$ cat config.mk
export PLATFORM = sky130hd
export DESIGN_NAME = enhanced_timer
export DESIGN_NICKNAME = d
export VERILOG_FILES = /design/src/hw/timer_pkg.sv /design/src/hw/enhanced_timer.sv
export SDC_FILE = /design/constraint.sdc
export NUM_CORES = 1
export LEC_CHECK = 0
export BUFFER_PORTS_ARGS = -buffer_cell sky130_fd_sc_hd__buf_2
export CORE_MARGIN = 2
export CORE_UTILIZATION = 55
export DETAILED_ROUTE_END_ITERATION = 16
export HOLD_SLACK_MARGIN = 0.06
export PLACE_DENSITY = 0.78
export SYNTH_ARGS = -nofsm -noshare
export SYNTH_HDL_FRONTEND = slang
export SYNTH_SLANG_ARGS = --single-unit
export TNS_END_PERCENT = 10
$ cat constraint.sdc
create_clock -name CLK_I -period 4.1 [get_ports CLK_I]
set_clock_uncertainty 0.2 [all_clocks]
set_input_delay 0.615 -clock CLK_I [delete_from_list [all_inputs] [get_ports CLK_I]]
set_output_delay 0.615 -clock CLK_I [all_outputs]
set_load 0.005 [all_outputs]
$ cat src/hw/timer_pkg.sv
// Shared constants and types of the enhanced timer.
package timer_pkg;

  // ----------------------------------------------------------------
  // Widths and scaling
  // ----------------------------------------------------------------
  localparam int CNT_W = 10;
  localparam int PER_SHIFT = 7;
  localparam logic [10:0] PER_FULL = 11'h400;

  // ----------------------------------------------------------------
  // Register offsets
  // ----------------------------------------------------------------
  localparam logic [3:0] OFS_CTRL_ONE = 4'h0;
  localparam logic [3:0] OFS_CTRL_TWO = 4'h1;
  localparam logic [3:0] OFS_RUN_PER = 4'h2;
  localparam logic [3:0] OFS_CNT_LO = 4'h3;
  localparam logic [3:0] OFS_CNT_HI = 4'h4;
  localparam logic [3:0] OFS_CMPA_LO = 4'h5;
  localparam logic [3:0] OFS_CMPA_HI = 4'h6;
  localparam logic [3:0] OFS_CMPB_LO = 4'h7;
  localparam logic [3:0] OFS_CMPB_HI = 4'h8;
  localparam logic [3:0] OFS_FLAGS = 4'h9;

  // ----------------------------------------------------------------
  // Field positions and reset values
  // ----------------------------------------------------------------
  localparam int BIT_RUN = 7;
  localparam int BIT_DIR = 1;
  localparam int BIT_CLR_SEL = 0;
  localparam logic [7:0] CTRL_RST = 8'h00;
  localparam logic [9:0] CMP_RST = 10'h000;
  localparam logic [2:0] PER_RST = 3'h0;

  // ----------------------------------------------------------------
  // Pin action and alignment codes
  // ----------------------------------------------------------------
  localparam logic [1:0] PA_KEEP = 2'h0;
  localparam logic [1:0] PA_LOW = 2'h1;
  localparam logic [1:0] PA_HIGH = 2'h2;
  localparam logic [1:0] PA_TOGGLE = 2'h3;
  localparam logic [1:0] PA_FORCE_OFF = 2'h0;
  localparam logic [1:0] PA_FORCE_ON = 2'h1;
  localparam logic [1:0] AL_EDGE = 2'h0;
  localparam logic [1:0] AL_UP = 2'h1;
  localparam logic [1:0] AL_DOWN = 2'h2;

  typedef enum logic [1:0] {MODE_COMPARE, MODE_CAPTURE, MODE_PWM, MODE_TIMER} mode_t;

  typedef struct packed {
    mode_t mode;
    logic [1:0] pin_act;
    logic init;
    logic invert;
  } chan_cfg_t;

  typedef struct packed {
    logic p;
    logic b;
    logic a;
  } flags_t;

endpackage

$ cat src/hw/enhanced_timer.sv
// Enhanced timer with compare-match, timer/counter and PWM output modes.
//
// Design decisions made here: the address map and strobed register access.
`timescale 1ns/1ps

module enhanced_timer (
  // Clock, reset and enable
  input wire logic CLK_I,
  input wire logic SYS_RST_I,
  input wire logic CE_I,
  // Register port
  input wire logic [3:0] ADDR_I,
  input wire logic [7:0] WDATA_I,
  input wire logic WR_I,
  input wire logic RD_I,
  output logic [7:0] RDATA_O,
  // Output pins
  output logic OUTPUT_A_PIN_O,
  output logic OUTPUT_B_PIN_ZERO_O,
  output logic OUTPUT_B_PIN_ONE_O,
  output logic OUTPUT_B_PIN_TWO_O,
  output logic PIN_OE_N_O,
  // Match flags towards interrupt logic
  output timer_pkg::flags_t MATCH_FLAGS_O
);

  // ----------------------------------------------------------------
  // Registers
  // ----------------------------------------------------------------
  timer_pkg::chan_cfg_t cfg_q [2];
  logic [9:0] cmp_q [2];
  logic clr_sel_q;
  logic [1:0] align_q;
  logic run_q;
  logic run_prev_q;
  logic [2:0] per_sel_q;
  logic [9:0] cnt_q;
  logic [9:0] cnt_d;
  logic dir_q;
  logic dir_d;
  timer_pkg::flags_t flags_q;
  logic [7:0] rdata_q;
  logic oe_n_q;

  // ----------------------------------------------------------------
  // Address decode
  // ----------------------------------------------------------------
  wire wr_c1 = WR_I && ADDR_I == timer_pkg::OFS_CTRL_ONE;
  wire wr_c2 = WR_I && ADDR_I == timer_pkg::OFS_CTRL_TWO;
  wire wr_rp = WR_I && ADDR_I == timer_pkg::OFS_RUN_PER;
  wire wr_al = WR_I && ADDR_I == timer_pkg::OFS_CMPA_LO;
  wire wr_ah = WR_I && ADDR_I == timer_pkg::OFS_CMPA_HI;
  wire wr_bl = WR_I && ADDR_I == timer_pkg::OFS_CMPB_LO;
  wire wr_bh = WR_I && ADDR_I == timer_pkg::OFS_CMPB_HI;
  wire wr_fl = WR_I && ADDR_I == timer_pkg::OFS_FLAGS;

  // ----------------------------------------------------------------
  // Mode and period selection
  // ----------------------------------------------------------------
  // Channel A's field stands for both channels; mixed modes are illegal.
  wire timer_pkg::mode_t mode = cfg_q[0].mode;
  wire is_cnt = mode == timer_pkg::MODE_COMPARE || mode == timer_pkg::MODE_TIMER;
  wire is_pwm = mode == timer_pkg::MODE_PWM;
  wire is_ctr = is_pwm && align_q != timer_pkg::AL_EDGE;
  wire run_rise = run_q && !run_prev_q;
  wire active = run_q && run_prev_q;
  wire per_zero = per_sel_q == 3'h0;

  // Period length in counts: compare A, or period select times 128 (1024 for select zero).
  wire [10:0] per_scaled = {8'h00, per_sel_q} << timer_pkg::PER_SHIFT;
  wire [10:0] per_n = clr_sel_q ? {1'b0, cmp_q[0]} :
                      (per_zero ? timer_pkg::PER_FULL : per_scaled);
  wire [10:0] per_m1 = per_n - 11'h001;
  wire [9:0] top = (per_n == 11'h000) ? 10'h000 : per_m1[9:0];

  // ----------------------------------------------------------------
  // Comparators
  // ----------------------------------------------------------------
  wire eq_a = cnt_q == cmp_q[0];
  wire eq_b = cnt_q == cmp_q[1];
  wire eq_p = !per_zero && cnt_q == per_scaled[9:0];
  wire ovf = cnt_q == 10'h3ff;
  wire p_cnt = !clr_sel_q && (eq_p || (per_zero && ovf));
  wire cnt_clr = clr_sel_q ? eq_a : p_cnt;
  wire at_top = cnt_q == top;
  wire at_zero = cnt_q == 10'h000;
  wire pwm_end = is_ctr ? (dir_q && at_zero) : at_top;
  wire dir_ok = !is_ctr || align_q == timer_pkg::AL_EDGE ||
                (align_q == timer_pkg::AL_UP && !dir_q) ||
                (align_q == timer_pkg::AL_DOWN && dir_q) ||
                (align_q == 2'h3);
  wire pwm_a = clr_sel_q ? pwm_end : (eq_a && dir_ok);
  wire pwm_b = eq_b && dir_ok;
  wire pwm_p = !clr_sel_q && pwm_end;

  // Match events of this cycle; P is never raised with clear select high.
  wire timer_pkg::flags_t hit = !active ? 3'h0 :
    is_cnt ? {p_cnt, eq_b, eq_a} :
    is_pwm ? {pwm_p, pwm_b, pwm_a} : 3'h0;

  // ----------------------------------------------------------------
  // Counter
  // ----------------------------------------------------------------
  always_comb begin
    cnt_d = cnt_q;
    dir_d = dir_q;
    if (run_rise) begin
      cnt_d = 10'h000;
      dir_d = 1'b0;
    end else if (run_q) begin
      if (is_pwm && is_ctr) begin
        // Count up to the top, then down to zero.
        if (top == 10'h000) begin
          cnt_d = 10'h000;
        end else if (!dir_q) begin
          cnt_d = at_top ? cnt_q - 10'h001 : cnt_q + 10'h001;
          dir_d = at_top;
        end else begin
          cnt_d = at_zero ? 10'h001 : cnt_q - 10'h001;
          dir_d = !at_zero;
        end
      end else if (is_pwm) begin
        cnt_d = at_top ? 10'h000 : cnt_q + 10'h001;
        dir_d = 1'b0;
      end else if (is_cnt) begin
        cnt_d = cnt_clr ? 10'h000 : cnt_q + 10'h001;
        dir_d = 1'b0;
      end else begin
        cnt_d = cnt_q + 10'h001;
        dir_d = 1'b0;
      end
    end
  end

  always_ff @(posedge CLK_I or posedge SYS_RST_I) begin
    if (SYS_RST_I) begin
      cnt_q <= 10'h000;
      dir_q <= 1'b0;
      run_prev_q <= 1'b0;
    end else if (CE_I) begin
      cnt_q <= cnt_d;
      dir_q <= dir_d;
      run_prev_q <= run_q;
    end
  end

  // ----------------------------------------------------------------
  // Channel outputs
  // ----------------------------------------------------------------
  logic [1:0] pin_w;

  for (genvar i = 0; i < 2; i++) begin : g_chan
    logic lvl_q;
    logic lvl_d;
    logic pin_q;
    logic pin_d;
    logic pwm_on;
    logic pwm_lvl;
    // Duty at or above the period keeps the output active.
    wire sat = {1'b0, cmp_q[i]} >= per_n;
    wire act = sat || cnt_q < cmp_q[i];
    wire unused_a = (i == 0) && clr_sel_q;
    wire ev = i == 0 ? hit.a : hit.b;

    always_comb begin
      lvl_d = lvl_q;
      if (run_rise) begin
        lvl_d = cfg_q[i].init;
      end else if (ev) begin
        // Only A and B events move the pin; P never does.
        unique case (cfg_q[i].pin_act)
          timer_pkg::PA_KEEP: lvl_d = lvl_q;
          timer_pkg::PA_LOW: lvl_d = 1'b0;
          timer_pkg::PA_HIGH: lvl_d = 1'b1;
          timer_pkg::PA_TOGGLE: lvl_d = !lvl_q;
        endcase
      end
    end

    always_comb begin
      unique case (cfg_q[i].pin_act)
        timer_pkg::PA_FORCE_OFF: pwm_on = 1'b0;
        timer_pkg::PA_FORCE_ON: pwm_on = 1'b1;
        default: pwm_on = act;
      endcase
      if (unused_a) begin
        pwm_on = 1'b0;
      end
      pwm_lvl = pwm_on ? cfg_q[i].init : !cfg_q[i].init;
    end

    always_comb begin
      if (is_pwm) begin
        pin_d = pwm_lvl ^ cfg_q[i].invert;
      end else if (mode == timer_pkg::MODE_COMPARE) begin
        pin_d = lvl_d ^ cfg_q[i].invert;
      end else begin
        pin_d = 1'b0;
      end
    end

    always_ff @(posedge CLK_I or posedge SYS_RST_I) begin
      if (SYS_RST_I) begin
        lvl_q <= 1'b0;
        pin_q <= 1'b0;
      end else if (CE_I) begin
        lvl_q <= lvl_d;
        pin_q <= pin_d;
      end
    end

    assign pin_w[i] = pin_q;
  end

  // ----------------------------------------------------------------
  // Register writes
  // ----------------------------------------------------------------
  always_ff @(posedge CLK_I or posedge SYS_RST_I) begin
    if (SYS_RST_I) begin
      cfg_q[0] <= timer_pkg::CTRL_RST[7:2];
      cfg_q[1] <= timer_pkg::CTRL_RST[7:2];
      clr_sel_q <= 1'b0;
      align_q <= 2'h0;
      run_q <= 1'b0;
      per_sel_q <= timer_pkg::PER_RST;
      cmp_q[0] <= timer_pkg::CMP_RST;
      cmp_q[1] <= timer_pkg::CMP_RST;
    end else if (CE_I) begin
      if (wr_c1) begin
        cfg_q[0] <= WDATA_I[7:2];
        clr_sel_q <= WDATA_I[timer_pkg::BIT_CLR_SEL];
      end
      if (wr_c2) begin
        cfg_q[1] <= WDATA_I[7:2];
        align_q <= WDATA_I[1:0];
      end
      if (wr_rp) begin
        run_q <= WDATA_I[timer_pkg::BIT_RUN];
        per_sel_q <= WDATA_I[2:0];
      end
      if (wr_al) cmp_q[0][7:0] <= WDATA_I;
      if (wr_ah) cmp_q[0][9:8] <= WDATA_I[1:0];
      if (wr_bl) cmp_q[1][7:0] <= WDATA_I;
      if (wr_bh) cmp_q[1][9:8] <= WDATA_I[1:0];
    end
  end

  // Flags clear by writing ones; a new match in the same cycle wins.
  wire timer_pkg::flags_t fl_clr = wr_fl ? WDATA_I[2:0] : 3'h0;

  always_ff @(posedge CLK_I or posedge SYS_RST_I) begin
    if (SYS_RST_I) begin
      flags_q <= 3'h0;
      oe_n_q <= 1'b1;
    end else if (CE_I) begin
      flags_q <= (flags_q & ~fl_clr) | hit;
      oe_n_q <= !(mode == timer_pkg::MODE_COMPARE || is_pwm);
    end
  end

  // ----------------------------------------------------------------
  // Register reads
  // ----------------------------------------------------------------
  wire [7:0] c1_word = {cfg_q[0], dir_q, clr_sel_q};
  wire [7:0] c2_word = {cfg_q[1], align_q};
  wire [7:0] rp_word = {run_q, 4'h0, per_sel_q};
  logic [7:0] rd_word;

  always_comb begin
    unique case (ADDR_I)
      timer_pkg::OFS_CTRL_ONE: rd_word = c1_word;
      timer_pkg::OFS_CTRL_TWO: rd_word = c2_word;
      timer_pkg::OFS_RUN_PER: rd_word = rp_word;
      timer_pkg::OFS_CNT_LO: rd_word = cnt_q[7:0];
      timer_pkg::OFS_CNT_HI: rd_word = {6'h00, cnt_q[9:8]};
      timer_pkg::OFS_CMPA_LO: rd_word = cmp_q[0][7:0];
      timer_pkg::OFS_CMPA_HI: rd_word = {6'h00, cmp_q[0][9:8]};
      timer_pkg::OFS_CMPB_LO: rd_word = cmp_q[1][7:0];
      timer_pkg::OFS_CMPB_HI: rd_word = {6'h00, cmp_q[1][9:8]};
      timer_pkg::OFS_FLAGS: rd_word = {5'h00, flags_q};
      default: rd_word = 8'h00;
    endcase
  end

  always_ff @(posedge CLK_I or posedge SYS_RST_I) begin
    if (SYS_RST_I) begin
      rdata_q <= 8'h00;
    end else if (CE_I && RD_I) begin
      rdata_q <= rd_word;
    end
  end

  // ----------------------------------------------------------------
  // Outputs
  // ----------------------------------------------------------------
  assign RDATA_O = rdata_q;
  assign OUTPUT_A_PIN_O = pin_w[0];
  assign OUTPUT_B_PIN_ZERO_O = pin_w[1];
  assign OUTPUT_B_PIN_ONE_O = pin_w[1];
  assign OUTPUT_B_PIN_TWO_O = pin_w[1];
  assign PIN_OE_N_O = oe_n_q;
  assign MATCH_FLAGS_O = flags_q;

endmodule

==> run_results.csv, run 1 <==
group,metric,value,unit
run_status,outcome,"completed",
sta,rsz0062_at_grt,"false",
power,p_leak,2.61,nW
clock_network,cts_htree_levels,3,
clock_network,cts_resized,0,
drt,drt-initial-drc-count,531,
sta,max_freq,265,MHz
floorplanning,die-area,10900,um2
grt,met2_usage,0.515,
logic_synthesis,synth_top_cell_area_share,0.299,
floorplanning,ios,33,
layout,seqCellArea,1680,um2
grt,use_met3,0.0796,
setup_path,cp-end-kind,"flip-flop",
clock_network,clock_latency,0.36,ns
grt,grt_max_degree,38,
clock_network,cts_hold_buf,0,
layout,diodes,0,
clock_network,cts-root-buf,"clkbuf_8",
worst_hold_path,min_path_type,"in2async",
setup_path,crit_fanout,10,
sta,period_minus_slack,3.78,ns
clock_network,clkTransAtPathRegs,0.08,ns
logic_synthesis,synth_edf_count,0,
layout,drive_gt1_frac,0.161,
flow_run,maxCapViolations,0,
floorplanning,die_w,104,um
placement,dp_hpwl,13300,um
sta,final_max_slew_viol_count,0,
logic_synthesis,synth_top_family_by_area,"compound AO/OA/AOI/OAI gates",
clock_network,cts_buffers,9,
clock_network,cts.sinks,67,
sta,final.setup.tns,0,ns
clock_network,clockBufferDepth,2,
logic_synthesis,synth_area_leaders,"dfrtp_1, ha_1, o21ai_0",
drt,via_per_inst,6.57,
grt,antenna_found_initial,0,
logic_synthesis,synth_area_per_cell,8.46,um2
logic_synthesis,ys.flop_type,"dfrtp_1",
setup_path,start_kind,"flip-flop",
power,power_per_cell_area,441,nW/um2
logic_synthesis,synth_compound_area_frac,0.249,
layout,fillerInstances,902,
setup_path,required,4.14,ns
floorplanning,start_util,0.565,
sta,finalWorstSetupSlack,0.325,ns
grt,groute.usage.overall,0.330,
setup_path,crit_arrival,3.82,ns
grt,grt_pass1_wl,28000,um
grt,first_global_vias,5294,
drt,num_vias,5356,
floorplanning,num_rows,36,
logic_synthesis,syn-num-nets,708,
layout,area_delta_synth_final,8.68,%
logic_synthesis,syn-cell-area,5520,um2
logic_synthesis,synth_fa_ha_area_frac,0.0861,
drt,wl,17400,um
placement,dp_slack,0.391,ns
drt,ant_nets,0,
sta,tightest_slew,1.04,ns
layout,multi_input_area,3540,um2
placement,gp_congestion,0.965,
logic_synthesis,synth_warnings,0,
floorplanning,core_area,9770,um2
logic_synthesis,yosys.area_share.simple,0.214,
grt,grt_most_used_layer,"met2",
drt,dr.pass1.iters,5,
logic_synthesis,yosys-mux-area-fraction,0.0705,
layout,finalNetCount,732,
logic_synthesis,synth_top_area_cell,"dfrtp_1",
floorplanning,dieHeight,104,um
grt,gr-total-overflow,0,
setup_path,critPathKind,"reg2reg",
clock_network,cts_tree,"built",
logic_synthesis,syn_inst,653,
placement,portBuffers,32,
logic_synthesis,ys_seq_area_frac,0.304,
clock_network,cts_setup_buffers,0,
logic_synthesis,ys_ff_latch,67,
drt,wl_per_cell,21.4,um
drt,drc,0,
grt,grtUsageMet1,0.440,
sta,setup_violations,0,
sta,post-route-period-util,0.921,
logic_synthesis,synthDistinctLibCells,89,
sta,hold_viol,0,
logic_synthesis,synth_xor_area_frac,0.0220,
sta,hold_ws,0.147,ns
sta,max_slew_margin,0.306,
logic_synthesis,async_flop_share,1.00,
power,ir_drop,290,uV
[logic make-up (layout without fill, tap and decap cells)]
| logic type | after synthesis | in the layout |
|---|---|---|
| AOI/OAI and AO/OA | 204 | 204 |
| xor gates and xnor gates | 13 | 13 |
| muxes | 32 | 32 |
| and+or+nand+nor | 222 | 222 |
| buffers and inverters | 77 | 106 |
| DFF | 67 | 67 |
| adders and majority gates | 38 | 38 |
[power breakdown]
| part | switching (W) | total [W] | internal, W |
|---|---|---|---|
| Combinational | 0.000704 | 0.00118 | 0.000477 |
| Sequential | 0.000188 | 0.000969 | 0.000780 |
| Clock | 0.000278 | 0.000497 | 0.000219 |
[flip-flops by register name, indices dropped and copies added (netlist names), 2 cells and up]
| register | count |
|---|---|
| g_chan.lvl_q | 2 |
| RDATA_O | 8 |
| MATCH_FLAGS_O | 3 |
| per_sel_q | 3 |
| cmp_q | 20 |
| mode | 2 |
| c2_word | 6 |
| align_q | 2 |
| c1_word | 4 |
| cnt_q | 10 |
[cell usage in the layout, fill, tap and decap left out, types with 6 or more instances in the layout]
cell / instances
nand2b_1: 6
nor2b_1: 13
nor2_1: 35
mux2_2: 15
clkbuf_8: 9
a31oi_1: 14
o21ai_0: 61
o21ai_1: 6
dfrtp_1: 66
and3_1: 7
nand2_1: 66
a21oi_1: 33
a22o_1: 8
buf_4: 18
nand4_1: 9
a21o_1: 11
o21a_1: 6
buf_2: 32
a22oi_1: 7
o31ai_1: 6
inv_1: 38
ha_1: 38
nand3_1: 24
xnor2_1: 10
nor3_1: 16
mux2i_1: 13
[synth_stat cells, drive strengths merged, types with 4 or more instances]
| master | count |
|---|---|
| ha | 38 |
| a21oi | 33 |
| xnor2 | 10 |
| nor3b | 5 |
| nor3 | 19 |
| a31oi | 14 |
| or3 | 5 |
| dfrtp | 66 |
| nor2 | 37 |
| mux2 | 15 |
| inv | 39 |
| nor4 | 4 |
| or4 | 4 |
| o22ai | 4 |
| a21o | 11 |
| and3 | 7 |
| nor2b | 13 |
| clkbuf | 25 |
| o21a | 6 |
| a22o | 8 |
| nand3 | 24 |
| o32ai | 4 |
| o21ai | 67 |
| o211ai | 5 |
| nand4 | 10 |
| nand2b | 6 |
| mux2i | 14 |
| nand2 | 67 |
| or2 | 6 |
| and2 | 4 |
| a22oi | 7 |
| a211oi | 7 |
| buf | 12 |
| o31ai | 7 |
[per-stage QoR]
step / instances / instance area [um2] / total power (W) / util
floorplan: 653 / 5520 / 0.00175 / -
global placement: 799 / 5830 / 0.00209 / 0.597
detailed placement: 799 / 5830 / 0.00213 / 0.597
CTS: 815 / 6000 / 0.00262 / 0.614
global route: 815 / 6000 / 0.00281 / 0.614
finish: 815 / 6000 / 0.00265 / 0.614
[final timing paths]
| path | depth (start not counted) | to | from | slack, ns |
|---|---|---|---|---|
| worst max-delay path | 13 | cnt_q[9] | cmp_q[10] | 0.32 |
| worst min-delay path | 2 | RDATA_O[5] | SYS_RST_I | 0.15 |
| worst max register to register | 13 | cnt_q[9] | cmp_q[10] | 0.32 |
| worst min register to register | 2 | PIN_OE_N_O | PIN_OE_N_O | 0.28 |
| max in group asynchronous | 3 | PIN_OE_N_O | SYS_RST_I | 2.58 |
| min in group CLK_I | 2 | PIN_OE_N_O | PIN_OE_N_O | 0.28 |
[worst max-delay path: stages (launching register included)]
cell and delay [ns]:
dfrtp_1 0.54, nand2_1 0.18, ha_1 0.26, inv_1 0.19, nor3_1 0.10, nand4b_1 0.26
a2111oi_2 0.45, a221o_1 0.22, nand4_4 0.19, nor3b_2 0.37, nor3_2 0.13, a31o_2 0.29
a22oi_1 0.20, o31ai_1 0.10
[per-layer routing]
layer  vias to the layer above  part of all wire
met2                       304              0.45
li1                       2460                 -
met3                        58              0.11
met4                         0             0.036
met5                         -                 0
met1                      2534              0.40
[cell type report]
type / instances / area share
multi-input combinational: 509 / 0.590
sequential: 67 / 0.280
timing repair buffer: 50 / 0.0492
tap: 133 / 0.0277
inverter: 40 / 0.0250
clock buffer: 10 / 0.0213
clock inverter: 6 / 0.00709
No activity file was read; power rests on OpenSTA's default activity.
==> run 2, diff against run 1 <==
CORE_ASPECT_RATIO = 2   (was not set)
GPL_TIMING_DRIVEN = 0   (was not set)
==> run 2 against run 1 <==
Sequential share of layout area fell by 1.7 points. Hold slack improved by 0.083 ns. Fmax fell by 4.3%. Clock power rose by 66%. Highest routed layer unchanged. Via count rose by 7.1%. Core utilization rose by 4.0 points. Flip-flop and latch count did not move.
==> run_results.csv, run 2 (synthesis gave the netlist of run 1 again) <==
group,metric,value,unit
layout,largest_reg_flops,20,
clock_network,cts_buffers,9,
floorplanning,die_w,74.9,um
layout,layout_commonest_cell,"dfrtp_1",
flow_run,maxCapViolations,0,
placement,portBuffers,31,
layout,area_delta_synth_final,15.6,%
drt,num_vias,5735,
sta,rsz0062_at_grt,"false",
sta,post-route-period-util,0.962,
drt,ant_nets,0,
clock_network,cts-root-buf,"clkbuf_16",
floorplanning,die-area,10900,um2
clock_network,cts_htree_levels,3,
grt,grt_pass1_wl,31400,um
drt,dr.pass1.iters,9,
layout,final_util,0.654,
worst_hold_path,min_path_type,"in2async",
sta,final.setup.tns,0,ns
grt,first_global_vias,5691,
floorplanning,num_rows,51,
grt,groute.usage.overall,0.392,
sta,max_freq,253,MHz
drt,via_per_inst,6.80,
run_status,outcome,"completed",
drt,wl,20300,um
placement,gp_congestion,0.986,
placement,placedInstanceArea,5850,um2
layout,fillerInstances,831,
setup_path,crit_fanout,9,
clock_network,cts_tree,"built",
sta,max_slew_margin,0.377,
clock_network,clockBufferDepth,2,
floorplanning,ios,33,
drt,wl_per_cell,24.1,um
layout,finalNetCount,761,
clock_network,clkTransAtPathRegs,0.06,ns
clock_network,cts.sinks,67,
sta,setup_violations,0,
floorplanning,dieHeight,146,um
setup_path,required,4.17,ns
grt,antenna_found_initial,0,
sta,period_minus_slack,3.95,ns
floorplanning,start_util,0.566,
clock_network,clock_latency,0.35,ns
layout,regMostFlops,"cmp_q",
sta,finalWorstSetupSlack,0.154,ns
power,power_per_cell_area,485,nW/um2
sta,hold_viol,0,
placement,dp_hpwl,15400,um
layout,diodes,0,
drt,drc,0,
drt,drt-initial-drc-count,594,
layout,drive_gt1_frac,0.174,
grt,gr-total-overflow,0,
sta,tightest_slew,0.927,ns
sta,final_max_slew_viol_count,0,
grt,grt_max_degree,68,
setup_path,critPathKind,"reg2reg",
floorplanning,core_area,9760,um2
setup_path,start_kind,"flip-flop",
power,ir_drop,287,uV
setup_path,crit_arrival,4.02,ns
power,p_leak,2.75,nW
setup_path,cp-end-kind,"flip-flop",
layout,final_area,6390,um2
placement,dp_slack,-0.986,ns
layout,mostFrequentLayoutCells,"dfrtp_1, nand2_1, o21ai_0, inv_1, ha_1",
## run 2: cell count changes in the layout (fill, tap and decap cells not counted), sizes merged
cell,change
inv,+4
buf,+3
bufinv,+1
clkinv,-4
clkbuf,+25
## run 2: worst max-delay path: stages, from the launching register on
cell and delay [ns]:
dfrtp_1 0.36, clkbuf_1 0.32, mux2i_4 0.43, o21ai_1 0.21
o21a_1 0.25, o21ai_1 0.22, a211oi_2 0.14, nor3_4 0.53
nor3b_4 0.11, buf_4 0.17, a211oi_4 0.39, nand2_1 0.15
or2_1 0.26, a2bb2oi_2 0.12
## run 2: stage by stage
stage / hold WS, ns / total power (W) / cells
floorplan: 0.259 / 0.00175 / 653
CTS: 0.276 / 0.00301 / 837
global placement: 0.263 / 0.00209 / 816
finish: 0.230 / 0.00310 / 843
global route: 0.303 / 0.00325 / 843
detailed placement: 0.267 / 0.00214 / 816
## run 2: layout make-up
cell class              count  area, um2  share of cell area
multi-input cells         509       3650               0.572
repair buffers             42        238              0.0372
inverters                  40        153              0.0239
well taps                 132        165              0.0259
clock buffers               9        225              0.0353
plain buffers              37        193              0.0302
clock inverters             7       82.6              0.0129
flip-flops and latches     67       1680               0.263
## run 2: path summary, 6_finish.rpt
check | start | endpoint | slack (ns) | cells after the start
worst max-delay path | per_sel_q[1] | cnt_q[6] | 0.15 | 13
max in group asynchronous | SYS_RST_I | dir_q | 2.88 | 2
worst max register to register | per_sel_q[1] | cnt_q[6] | 0.15 | 13
worst min-delay path | SYS_RST_I | cmp_q[8] | 0.23 | 2
worst min register to register | PIN_OE_N_O | PIN_OE_N_O | 0.27 | 2
min in group CLK_I | PIN_OE_N_O | PIN_OE_N_O | 0.27 | 2
## run 2: per-layer routing
layer,GRT usage,wire length [um],up-vias
met5,0,0,-
met4,0.322,2160,0
met3,0.0824,1350,140
met2,0.639,10100,369
met1,0.409,6690,2699
li1,-,-,2527
## run 2: power by group
group,switching [W],internal [W]
combinational,0.000793,0.000519
clock,0.000346,0.000482
sequential,0.000177,0.000781
total,0.00132,0.00178
## run 2: repair_timing
action                                  CTS  global route
setup buffers                             5             5
endpoints found under the setup margin   15            12
resized for setup                        17            13
pin swaps                                 6             9
hold buffers                              0             0
